--- config.mk ---
export PLATFORM = sky130hd
export DESIGN_NAME = station_pin_top
export DESIGN_NICKNAME = d
export VERILOG_FILES = /design/src/hdl/station_pin_pkg.sv /design/src/hdl/station_pin_top.sv
export SDC_FILE = /design/constraint.sdc
export NUM_CORES = 1
export LEC_CHECK = 0
export ABC_AREA = 1
export BUFFER_PORTS_ARGS = -buffer_cell sky130_fd_sc_hd__buf_2
export CAP_MARGIN = 0
export CORE_ASPECT_RATIO = 0.9
export CORE_MARGIN = 5
export CORE_UTILIZATION = 55
export CTS_CLUSTER_DIAMETER = 30
export DETAILED_ROUTE_END_ITERATION = 10
export PLACE_DENSITY = 0.87
export SLEW_MARGIN = 10
export SYNTH_ARGS = -nofsm -noshare
export SYNTH_HDL_FRONTEND = slang
export SYNTH_SLANG_ARGS = --single-unit
--- constraint.sdc ---
create_clock -name aclk -period 2.8 [get_ports aclk]
set_clock_uncertainty 0.2 [all_clocks]
set_input_delay 0.56 -clock aclk [delete_from_list [all_inputs] [get_ports aclk]]
set_output_delay 0.56 -clock aclk [all_outputs]
set_load 0.02 [all_outputs]
--- src/hdl/station_pin_pkg.sv ---
package station_pin_pkg;
  // AXI4-Lite register map (byte addresses)
  localparam logic [7:0] OFS_BASE_CONFIG = 8'h00;
  localparam logic [7:0] OFS_IRQ_ONE_STATUS = 8'h04;
  localparam logic [7:0] OFS_IRQ_ONE_CONTROL = 8'h08;
  localparam logic [7:0] OFS_IRQ_TWO_STATUS = 8'h0c;
  localparam logic [7:0] OFS_IRQ_TWO_CONTROL = 8'h10;
  localparam logic [7:0] OFS_LINK_CTRL = 8'h14;
  localparam logic [7:0] OFS_TX_DATA = 8'h18;
  localparam logic [7:0] OFS_RX_DATA = 8'h1c;
  localparam logic [7:0] OFS_LINK_STATUS = 8'h20;
  localparam logic [7:0] OFS_DATA_HI = 8'h24;
  // Base configuration field positions
  localparam int CFG_SA_LSB = 0;
  localparam int CFG_OWN_LSB = 8;
  localparam int CFG_BPS_LSB = 16;
  // Link control field positions
  localparam int CTL_LINK_UP = 0;
  localparam int CTL_EXT_BAUD = 1;
  localparam int CTL_LOC_ERR = 2;
  localparam int CTL_REM_ERR = 3;
  // Interrupt status bits
  localparam int IRQ_TX_DONE = 0;
  localparam int IRQ_RX_DONE = 1;
  localparam int IRQ_LOC_ERR = 2;
  localparam int IRQ_REM_ERR = 3;
  localparam int IRQ_BITS = 4;
  // Reset values
  localparam logic [31:0] CTRL_RESET = 32'h0000_0000;
  localparam logic [3:0] MASK_RESET = 4'h0;
  // Timing
  localparam int CLK_MHZ = 125;
  localparam int LED_PULSE_MS = 50;
  localparam int LED_PULSE_CYC = LED_PULSE_MS * CLK_MHZ * 1000;
  localparam int INT_BIT_DIV = 16;
  localparam int EXT_BAUD_DIV = 4;
  localparam int EXT_BAUD_MAX_KHZ = 12500;
  localparam int FRAME_BITS = 10;
  typedef enum logic [2:0] {
    TX_IDLE = 3'b001,
    TX_SHIFT = 3'b010,
    TX_STOP = 3'b100
  } tx_state_t;
endpackage

--- src/hdl/station_pin_top.sv ---
`timescale 1ns/1ps
module station_pin_top #(
  parameter int LED_CYCLES = station_pin_pkg::LED_PULSE_CYC,
  parameter int BIT_DIV = station_pin_pkg::INT_BIT_DIV
) (
  input wire logic aclk,
  input wire logic aresetn,
  input wire logic [7:0] s_axi_awaddr,
  input wire logic s_axi_awvalid,
  output logic s_axi_awready,
  input wire logic [31:0] s_axi_wdata,
  input wire logic [3:0] s_axi_wstrb,
  input wire logic s_axi_wvalid,
  output logic s_axi_wready,
  output logic [1:0] s_axi_bresp,
  output logic s_axi_bvalid,
  input wire logic s_axi_bready,
  input wire logic [7:0] s_axi_araddr,
  input wire logic s_axi_arvalid,
  output logic s_axi_arready,
  output logic [31:0] s_axi_rdata,
  output logic [1:0] s_axi_rresp,
  output logic s_axi_rvalid,
  input wire logic s_axi_rready,
  input wire logic [15:0] data_hi_in,
  output logic [15:0] data_hi_out,
  output logic data_hi_oe_b,
  input wire logic host_rd,
  input wire logic host_wr,
  output logic irq_out_b_one,
  output logic irq_out_b_two,
  output logic irq,
  input wire logic rx_in,
  output logic tx_out,
  output logic line_drive_en,
  input wire logic [5:0] station_addr_strap_b,
  input wire logic [5:0] owned_width_strap_b,
  input wire logic baud_sel_strap_0,
  input wire logic baud_sel_strap_1,
  input wire logic ext_baud_clk,
  output logic link_led_b,
  output logic local_err_led_b,
  output logic remote_err_led_b
);
  import station_pin_pkg::*;

  logic [31:0] base_config_reg;
  logic [31:0] ctrl_reg;
  logic [3:0] irq_one_status, irq_two_status, irq_one_control, irq_two_control;
  logic [15:0] data_hi_reg;
  logic [7:0] tx_data_reg, rx_data_reg;
  logic tx_start;
  logic [3:0] ev;
  logic aw_hold, w_hold;
  logic [7:0] aw_addr_reg;
  logic [31:0] w_data_reg;
  logic [3:0] w_strb_reg;
  logic wr_fire;
  logic [31:0] rd_val;
  logic rd_hit;

  // Straps sampled every reset cycle; last value before release is kept
  always_ff @(posedge aclk) begin
    if (!aresetn) begin
      base_config_reg <= 32'h0;
      base_config_reg[CFG_SA_LSB +: 6] <= ~station_addr_strap_b;
      base_config_reg[CFG_OWN_LSB +: 6] <= ~owned_width_strap_b;
      base_config_reg[CFG_BPS_LSB +: 2] <= {baud_sel_strap_1, baud_sel_strap_0};
    end
  end

  // Write channel: address and data accepted independently
  assign s_axi_awready = !aw_hold && !s_axi_bvalid;
  assign s_axi_wready = !w_hold && !s_axi_bvalid;
  assign wr_fire = (aw_hold || (s_axi_awvalid && s_axi_awready))
    && (w_hold || (s_axi_wvalid && s_axi_wready));
  wire [7:0] wa = aw_hold ? aw_addr_reg : s_axi_awaddr;
  wire [31:0] wd = w_hold ? w_data_reg : s_axi_wdata;
  wire [3:0] ws = w_hold ? w_strb_reg : s_axi_wstrb;
  wire wr_ok = wa == OFS_IRQ_ONE_STATUS || wa == OFS_IRQ_ONE_CONTROL
    || wa == OFS_IRQ_TWO_STATUS || wa == OFS_IRQ_TWO_CONTROL || wa == OFS_LINK_CTRL
    || wa == OFS_TX_DATA || wa == OFS_DATA_HI || wa == OFS_BASE_CONFIG;

  always_ff @(posedge aclk) begin
    if (!aresetn) begin
      aw_hold <= 1'b0;
      w_hold <= 1'b0;
      aw_addr_reg <= 8'h0;
      w_data_reg <= 32'h0;
      w_strb_reg <= 4'h0;
      s_axi_bvalid <= 1'b0;
      s_axi_bresp <= 2'b00;
    end else begin
      if (s_axi_awvalid && s_axi_awready && !wr_fire) begin
        aw_hold <= 1'b1;
        aw_addr_reg <= s_axi_awaddr;
      end
      if (s_axi_wvalid && s_axi_wready && !wr_fire) begin
        w_hold <= 1'b1;
        w_data_reg <= s_axi_wdata;
        w_strb_reg <= s_axi_wstrb;
      end
      if (wr_fire) begin
        aw_hold <= 1'b0;
        w_hold <= 1'b0;
        s_axi_bvalid <= 1'b1;
        s_axi_bresp <= wr_ok ? 2'b00 : 2'b10;
      end else if (s_axi_bready) begin
        s_axi_bvalid <= 1'b0;
      end
    end
  end

  // Software registers; base config is read-only
  always_ff @(posedge aclk) begin
    if (!aresetn) begin
      ctrl_reg <= CTRL_RESET;
      irq_one_control <= MASK_RESET;
      irq_two_control <= MASK_RESET;
      tx_data_reg <= 8'h0;
      tx_start <= 1'b0;
    end else begin
      tx_start <= 1'b0;
      if (wr_fire && ws[0]) begin
        case (wa)
          OFS_IRQ_ONE_CONTROL: irq_one_control <= wd[3:0];
          OFS_IRQ_TWO_CONTROL: irq_two_control <= wd[3:0];
          OFS_LINK_CTRL: ctrl_reg <= wd;
          OFS_TX_DATA: begin
            tx_data_reg <= wd[7:0];
            tx_start <= 1'b1;
          end
          default: ;
        endcase
      end
    end
  end

  // Host upper lanes: sampled on write, driven while host reads
  always_ff @(posedge aclk) begin
    if (!aresetn) begin
      data_hi_reg <= 16'h0;
    end else if (host_wr) begin
      data_hi_reg <= data_hi_in;
    end else if (wr_fire && wa == OFS_DATA_HI) begin
      data_hi_reg <= wd[15:0];
    end
  end
  assign data_hi_out = data_hi_reg;
  assign data_hi_oe_b = !host_rd;

  // Sticky status, write one to clear; set beats clear
  always_ff @(posedge aclk) begin
    if (!aresetn) begin
      irq_one_status <= 4'h0;
      irq_two_status <= 4'h0;
    end else begin
      irq_one_status <= (irq_one_status
        & ~((wr_fire && wa == OFS_IRQ_ONE_STATUS) ? wd[3:0] : 4'h0)) | ev;
      irq_two_status <= (irq_two_status
        & ~((wr_fire && wa == OFS_IRQ_TWO_STATUS) ? wd[3:0] : 4'h0)) | ev;
    end
  end
  assign irq_out_b_one = !(|(irq_one_status & irq_one_control));
  assign irq_out_b_two = !(|(irq_two_status & irq_two_control));
  assign irq = !irq_out_b_one || !irq_out_b_two;

  // Read channel
  always_comb begin
    rd_hit = 1'b1;
    case (s_axi_araddr)
      OFS_BASE_CONFIG: rd_val = base_config_reg;
      OFS_IRQ_ONE_STATUS: rd_val = {28'h0, irq_one_status};
      OFS_IRQ_ONE_CONTROL: rd_val = {28'h0, irq_one_control};
      OFS_IRQ_TWO_STATUS: rd_val = {28'h0, irq_two_status};
      OFS_IRQ_TWO_CONTROL: rd_val = {28'h0, irq_two_control};
      OFS_LINK_CTRL: rd_val = ctrl_reg;
      OFS_TX_DATA: rd_val = {24'h0, tx_data_reg};
      OFS_RX_DATA: rd_val = {24'h0, rx_data_reg};
      OFS_LINK_STATUS: rd_val = {29'h0, !local_err_led_b || !remote_err_led_b,
        !link_led_b, line_drive_en};
      OFS_DATA_HI: rd_val = {16'h0, data_hi_reg};
      default: begin
        rd_val = 32'h0;
        rd_hit = 1'b0;
      end
    endcase
  end
  assign s_axi_arready = !s_axi_rvalid;
  always_ff @(posedge aclk) begin
    if (!aresetn) begin
      s_axi_rvalid <= 1'b0;
      s_axi_rdata <= 32'h0;
      s_axi_rresp <= 2'b00;
    end else if (s_axi_arvalid && s_axi_arready) begin
      s_axi_rvalid <= 1'b1;
      s_axi_rdata <= rd_val;
      s_axi_rresp <= rd_hit ? 2'b00 : 2'b10;
    end else if (s_axi_rready) begin
      s_axi_rvalid <= 1'b0;
    end
  end

  // Bit tick: internal divider, or every fourth rising edge of the external clock.
  // External clock treated as synchronous input; must not exceed 12.5 MHz.
  logic [15:0] div_cnt;
  logic [1:0] ext_cnt;
  logic ext_d, bit_tick;
  wire ext_rise = ext_baud_clk && !ext_d;
  always_ff @(posedge aclk) begin
    if (!aresetn) begin
      div_cnt <= 16'h0;
      ext_cnt <= 2'h0;
      ext_d <= 1'b0;
      bit_tick <= 1'b0;
    end else begin
      ext_d <= ext_baud_clk;
      bit_tick <= 1'b0;
      if (ctrl_reg[CTL_EXT_BAUD]) begin
        if (ext_rise) begin
          ext_cnt <= ext_cnt + 2'd1;
          bit_tick <= ext_cnt == 2'(EXT_BAUD_DIV - 1);
        end
      end else if (div_cnt == 16'(BIT_DIV - 1)) begin
        div_cnt <= 16'h0;
        bit_tick <= 1'b1;
      end else begin
        div_cnt <= div_cnt + 16'd1;
      end
    end
  end

  // Transmitter: start bit, 8 data LSB first, stop bit
  tx_state_t tx_state;
  logic [8:0] tx_shift;
  logic [3:0] tx_cnt;
  logic tx_armed;
  // Frame waits for a bit tick, else the free-running divider clips the start bit
  always_ff @(posedge aclk) begin
    if (!aresetn) begin
      tx_state <= TX_IDLE;
      tx_shift <= 9'h1ff;
      tx_cnt <= 4'h0;
      tx_armed <= 1'b0;
    end else begin
      case (tx_state)
        TX_IDLE: if (tx_start) begin
          tx_shift <= {tx_data_reg, 1'b0};
          tx_cnt <= 4'h0;
          tx_armed <= 1'b1;
        end else if (tx_armed && bit_tick) begin
          tx_armed <= 1'b0;
          tx_state <= TX_SHIFT;
        end
        TX_SHIFT: if (bit_tick) begin
          tx_shift <= {1'b1, tx_shift[8:1]};
          tx_cnt <= tx_cnt + 4'd1;
          if (tx_cnt == 4'(FRAME_BITS - 1)) tx_state <= TX_STOP;
        end
        TX_STOP: tx_state <= TX_IDLE;
        default: tx_state <= TX_IDLE;
      endcase
    end
  end
  assign tx_out = (tx_state == TX_SHIFT) ? tx_shift[0] : 1'b1;
  assign line_drive_en = tx_state == TX_SHIFT;

  // Receiver samples rx_in on bit ticks after a low start bit
  logic rx_busy;
  logic [3:0] rx_cnt;
  logic [7:0] rx_shift;
  always_ff @(posedge aclk) begin
    if (!aresetn) begin
      rx_busy <= 1'b0;
      rx_cnt <= 4'h0;
      rx_shift <= 8'h0;
      rx_data_reg <= 8'h0;
    end else if (bit_tick) begin
      if (!rx_busy) begin
        rx_busy <= !rx_in;
        rx_cnt <= 4'h0;
      end else if (rx_cnt == 4'd8) begin
        rx_busy <= 1'b0;
        rx_data_reg <= rx_shift;
      end else begin
        rx_shift <= {rx_in, rx_shift[7:1]};
        rx_cnt <= rx_cnt + 4'd1;
      end
    end
  end
  wire rx_done = bit_tick && rx_busy && rx_cnt == 4'd8;

  // Error events are rising edges of the control request bits
  logic loc_d, rem_d;
  always_ff @(posedge aclk) begin
    if (!aresetn) begin
      loc_d <= 1'b0;
      rem_d <= 1'b0;
    end else begin
      loc_d <= ctrl_reg[CTL_LOC_ERR];
      rem_d <= ctrl_reg[CTL_REM_ERR];
    end
  end
  wire local_error_event = ctrl_reg[CTL_LOC_ERR] && !loc_d;
  wire remote_error_event = ctrl_reg[CTL_REM_ERR] && !rem_d;
  wire tx_done = tx_state == TX_STOP;
  assign ev = {remote_error_event, local_error_event, rx_done, tx_done};

  logic [31:0] loc_cnt, rem_cnt;
  always_ff @(posedge aclk) begin
    if (!aresetn) begin
      loc_cnt <= 32'h0;
      rem_cnt <= 32'h0;
    end else begin
      if (local_error_event) loc_cnt <= 32'(LED_CYCLES);
      else if (loc_cnt != 32'h0) loc_cnt <= loc_cnt - 32'd1;
      if (remote_error_event) rem_cnt <= 32'(LED_CYCLES);
      else if (rem_cnt != 32'h0) rem_cnt <= rem_cnt - 32'd1;
    end
  end
  assign local_err_led_b = loc_cnt == 32'h0;
  assign remote_err_led_b = rem_cnt == 32'h0;
  assign link_led_b = !ctrl_reg[CTL_LINK_UP];

  a_strap_hold: assert property (@(posedge aclk) disable iff (!aresetn)
    $past(aresetn) |-> $stable(base_config_reg)) else $error("strap changed");
  a_drive_en_frame: assert property (@(posedge aclk) disable iff (!aresetn)
    $rose(line_drive_en) |-> $past(tx_armed && bit_tick)) else $error("drive without start");
  a_irq_one_level: assert property (@(posedge aclk) disable iff (!aresetn)
    irq_out_b_one == !(|(irq_one_status & irq_one_control))) else $error("irq1");
  a_irq_two_level: assert property (@(posedge aclk) disable iff (!aresetn)
    (|(irq_two_status & irq_two_control)) |-> !irq_out_b_two) else $error("irq2");
  a_local_led_on: assert property (@(posedge aclk) disable iff (!aresetn)
    local_error_event |=> !local_err_led_b [*2]) else $error("local led");
  a_remote_led_on: assert property (@(posedge aclk) disable iff (!aresetn)
    remote_error_event |=> !remote_err_led_b [*2]) else $error("remote led");
  a_link_led_map: assert property (@(posedge aclk) disable iff (!aresetn)
    $rose(ctrl_reg[CTL_LINK_UP]) |-> !link_led_b) else $error("link led");
  a_tx_idle_high: assert property (@(posedge aclk) disable iff (!aresetn)
    !line_drive_en |-> tx_out) else $error("tx not idle");
endmodule

# Word-level counts from Yosys, hierarchy flattened

Cells that the tools add are included.
Widths: inputs -> output; s select.

Reduce and logical (&&, ||, !) cells: 75
Muxes and demuxes: 42
$add $sub $neg: 6
Bitwise operators: 12
Equality and inequality tests: 29

Operator list:

| operator              | count |
|---|---|
| $pmux 32 s10          | 1 |
| $mux 23               | 4 |
| $logic_not 32->1      | 2 |
| $reduce_bool 32->1    | 2 |
| $sub 32x1->32 const B | 2 |
| $eq 8x5->1 const B    | 7 |
| $mux 16               | 3 |
| $eq 8x4->1 const B    | 4 |
| $mux 32               | 1 |
| $eq 8x6->1 const B    | 3 |
| $mux 4                | 6 |
| $logic_and 1x1->1     | 18 |
| $mux 9                | 2 |
| $pmux 9 s2            | 1 |
| $add 16x1->16 const B | 1 |
| $and 4x4->4           | 4 |
| $eq 16x4->1 const B   | 1 |
| $eq 8x3->1 const B    | 2 |
| $logic_not 8->1       | 2 |
| $reduce_and 2->1      | 8 |
| $logic_not 1->1       | 15 |
| $mux 1                | 15 |
| $reduce_bool 2->1     | 7 |
| $mux 3                | 4 |
| other kinds (23)      | 49 |

Output and inout port bits: 66
Bits of input ports: 93
Logic and storage cells: 201
Register bits after elaboration: 292

# Depth between registers and ports, before layout

Word-level depth: 10
Mapped depth: 12
Mapped depth without buffers: 11

# Worst setup path after synthesis

OpenSTA, ideal clock, no wires.

Path type: register to output
From: register loc_cnt[0]
To: output port local_err_led_b
Arrival time: 1.538 ns
Cell stages (with the launch flop): 7
Data required time: 2.040 ns
Buffers on the path: 0
Path slack: 0.502 ns
Cell sequence: dfxtp_1 -> inv_1 -> ha_1 -> inv_1 -> nor4_1 -> nand4_1 -> nor4_1

Cells in the longest elaborated chain, start to end: 1

Ends and longest elaborated chain:

| what                   | line                   | RTL |
|---|---|---|
| from (decl)            | station_pin_top.sv:309 | `logic [31:0] loc_cnt, rem_cnt;` |
| from (signal assigned) | station_pin_top.sv:315 | `if (local_error_event) loc_cnt <= 32'(LED_CYCLES);` |
| from (signal assigned) | station_pin_top.sv:316 | `else if (loc_cnt != 32'h0) loc_cnt <= loc_cnt - 32'd1;` |
| $logic_not 32->1       | station_pin_top.sv:321 | `assign local_err_led_b = loc_cnt == 32'h0;` |
| to (decl)              | station_pin_top.sv:42  | `output logic local_err_led_b,` |

No other way between the ends.

# Final worst setup path

From: register loc_cnt[22]
To: output port local_err_led_b

The elaborated chain is that of the path after synthesis.

==> impl_metrics.tcl <==
set metrics [dict create \
    outcome "finished clean" \
    place_congestion 0.931 \
    die_w_um 175 \
    regArea_um2 5950 \
    critical_path_peak_fanout 4 \
    multiInputGateArea_um2 6640 \
    globalRouteMet3Util_pct 7.00 \
    maxSlewViolCount 0 \
    sequentialPowerShare_pct 30.1 \
    yosys-top-cells-count "434 x nand2_1, 399 x nor2_1, 276 x dfxtp_1, 155 x inv_1, 137 x a21oi_1" \
    grt_start_max_net_pins 72 \
    fmax_mhz 374 \
    synthDominantCellAreaShare_pct 41.0 \
    grt_pass1_vias 13100 \
    p_sw_share_pct 36.9 \
    fill_cells 1902 \
    design.die.area_um2 27700 \
    timing.final.ws_setup_ns 0.125 \
    final_area_um2 16600 \
    drive_above_1_share_pct 15.2 \
    synthesis.area_um2 13500 \
    ys_warn_count 0 \
    grtUsageMet2_pct 44.0 \
    grt_pass1_wl_um 63500 \
    port_buffers 153 \
    insertion_delay_ns 0.55 \
    r2r_slack_ns 0.15 \
    crit_arrival_ns 1.92 \
    setup_viol 0 \
    ys_seq_area_share_pct 44.1 \
    power_frac_comb_pct 31.3 \
    track_usage_pct 27.6 \
    synth.largest_area_cell "dfxtp_1" \
    max_stage_delay_ns 0.36 \
    gr-max-usage-layer "met2" \
    cts_setup_buffers 0 \
    htreeDepth 2 \
    min_period_over_period_pct 95.5 \
    initial_core_util_pct 55.7 \
    fin_nets 2214 \
    p_int_mw 10.9 \
    area_delta_synth_final_pct 23.1 \
    clock_sinks 290 \
    cts_tree "built" \
    io-pin-count 159 \
    crit_path_end_kind "primary output" \
    clock_path_buffers 3 \
    fin_cells 2468 \
    required_ns 2.04 \
    fin_tns_setup_ns 0 \
    power_density_nw_per_um2 1040 \
    worst_pin_slew_ns 0.704 \
    async_reset_ff_share_pct 0 \
    fp.dieH_um 159 \
    final_util_pct 68.6 \
    postSynthAreaPerCell_um2 6.93 \
    wirelength_um 39500 \
    grt_overflow 0 \
    ys.flop_type "dfxtp_1" \
    ys_seq_elements 290 \
    p_leak_nw 7.49 \
    ant_nets 0 \
    use_met1_pct 36.8 \
    core.rowCount 54 \
    path_class "register to primary output" \
    avgViaCountPerCell 5.54 \
    p_switching_mw 6.37 \
    crit_chain "nor2_4, nand2_2, nor4_4, nand4_1, nor4_2, buf_4" \
    hold_viol 0 \
    drtPass1Iterations 6 \
    yosysUniqueCellTypes 52 \
    hold_path_class "input port to register" \
    synth_area_leaders "dfxtp_1 41%, nand2_1 12%, nor2_1 11%" \
    detailed_place_hpwl_um 27000 \
    dp_cells 2363 \
    routedWlPerCell_um 16.0 \
    finalHoldWorstSlack_ns 0.0360 \
    vias 13700 \
    drc 0 \
    cpMaxStageDelayCell "dfxtp_1" \
    first_iter_violations 1358 \
    ir_drop_uv 687 \
    cap_violations 0 \
    synth_edf_count 14 \
    antenna_found_initial 8 \
    pwr-share-clk_pct 38.6 \
    cp-start-kind "register" \
    min_period_ns 2.68 \
    cts_buffers 52 \
    core_um2 24200 \
    relSlewSlack_pct 53.0 \
    dpl_worst_slack_ns 0.237 \
    p_total_mw 17.3 \
    clkTransAtPathRegs_ns 0.05 \
    syn_inst 1944 \
    clock-root-buffer "clkbuf_16" \
    yosysMostFrequentCell "nand2_1" \
    dpl-instance-area_um2 14600 \
    rsz0062_at_grt "false" \
]
==> worst paths after layout <==
| check | from | to | cells past startpoint |
|---|---|---|---|
| min | ext_baud_clk | ext_d | 3 |
| max | loc_cnt[22] | local_err_led_b | 6 |
| min reg2reg | w_data_reg[4] | w_data_reg[4] | 2 |
| max reg2reg | aw_hold | ctrl_reg[17] | 9 |
==> routing by layer <==
layer / wire length, um / share of wire [%]
met1: 16600 / 42
met2: 17500 / 44
met3: 4000 / 10
met4: 1290 / 3.3
met5: 47 / 0.12
==> layout by cell type (no fill, tap or decap), drive strengths merged, types with 4 or more instances in the layout <==
| cell type | n |
|---|---|
| clkinv | 19 |
| edfxtp | 14 |
| xnor2 | 19 |
| nand3 | 88 |
| o211ai | 24 |
| nor2 | 403 |
| nand3b | 4 |
| diode | 5 |
| a211oi | 4 |
| nor3 | 44 |
| bufinv | 7 |
| nand2 | 436 |
| a21oi | 137 |
| o21a | 7 |
| o21bai | 5 |
| nor4 | 7 |
| nand4 | 19 |
| inv | 171 |
| clkbuf | 61 |
| ha | 10 |
| dfxtp | 276 |
| buf | 191 |
| or2 | 10 |
| xor2 | 24 |
| a31oi | 7 |
| o21ai | 142 |
==> cell type report <==
cell class                 instances  area share [%]
timing repair buffer             193            6.71
clock buffer                      61            8.60
tap                              308            2.32
multi-input combinational       1411            40.0
sequential                       290            35.9
inverter                         163            3.69
clock inverter                    37            2.75
antenna                            5          0.0754
==> power by group through the flow <==
| stage | logic (mW) | clock network (mW) | registers [mW] |
|---|---|---|---|
| floorplan | 3.88 | 0 | 5.11 |
| global placement | 4.98 | 0 | 5.20 |
| detailed placement | 5.08 | 0 | 5.21 |
| CTS | 5.22 | 6.70 | 5.14 |
| global route | 6.07 | 6.91 | 5.26 |
| finish | 5.40 | 6.67 | 5.20 |
==> worst max-delay path, delay by kind of cell, from the launching register on <==
| family | cells | cell delay (ns) |
|---|---|---|
| and+or+nand+nor | 5 | 0.81 |
| buffers and inverters | 1 | 0.19 |
| DFF | 1 | 0.36 |
==> logic make-up after synthesis <==
kind of cell / count (synthesis) / synth area share (%)
AOI/OAI and AO/OA: 338 / 13.8
and+or+nand+nor: 1018 / 31.1
xor gates and xnor gates: 43 / 2.79
other: 1 / 0.0278
buffers and inverters: 244 / 7.19
adders and majority gates: 10 / 0.928
DFF: 290 / 44.1
==> repair_timing <==
action | CTS | global route
pin swaps | 0 | 5
gates resized for setup | 3 | 18
hold buffers | 2 | 0
hold endpoints to repair | 2 | 0
gates cloned | 0 | 0
setup endpoints to repair | 1 | 1
(Power assumes the default switching activity.)
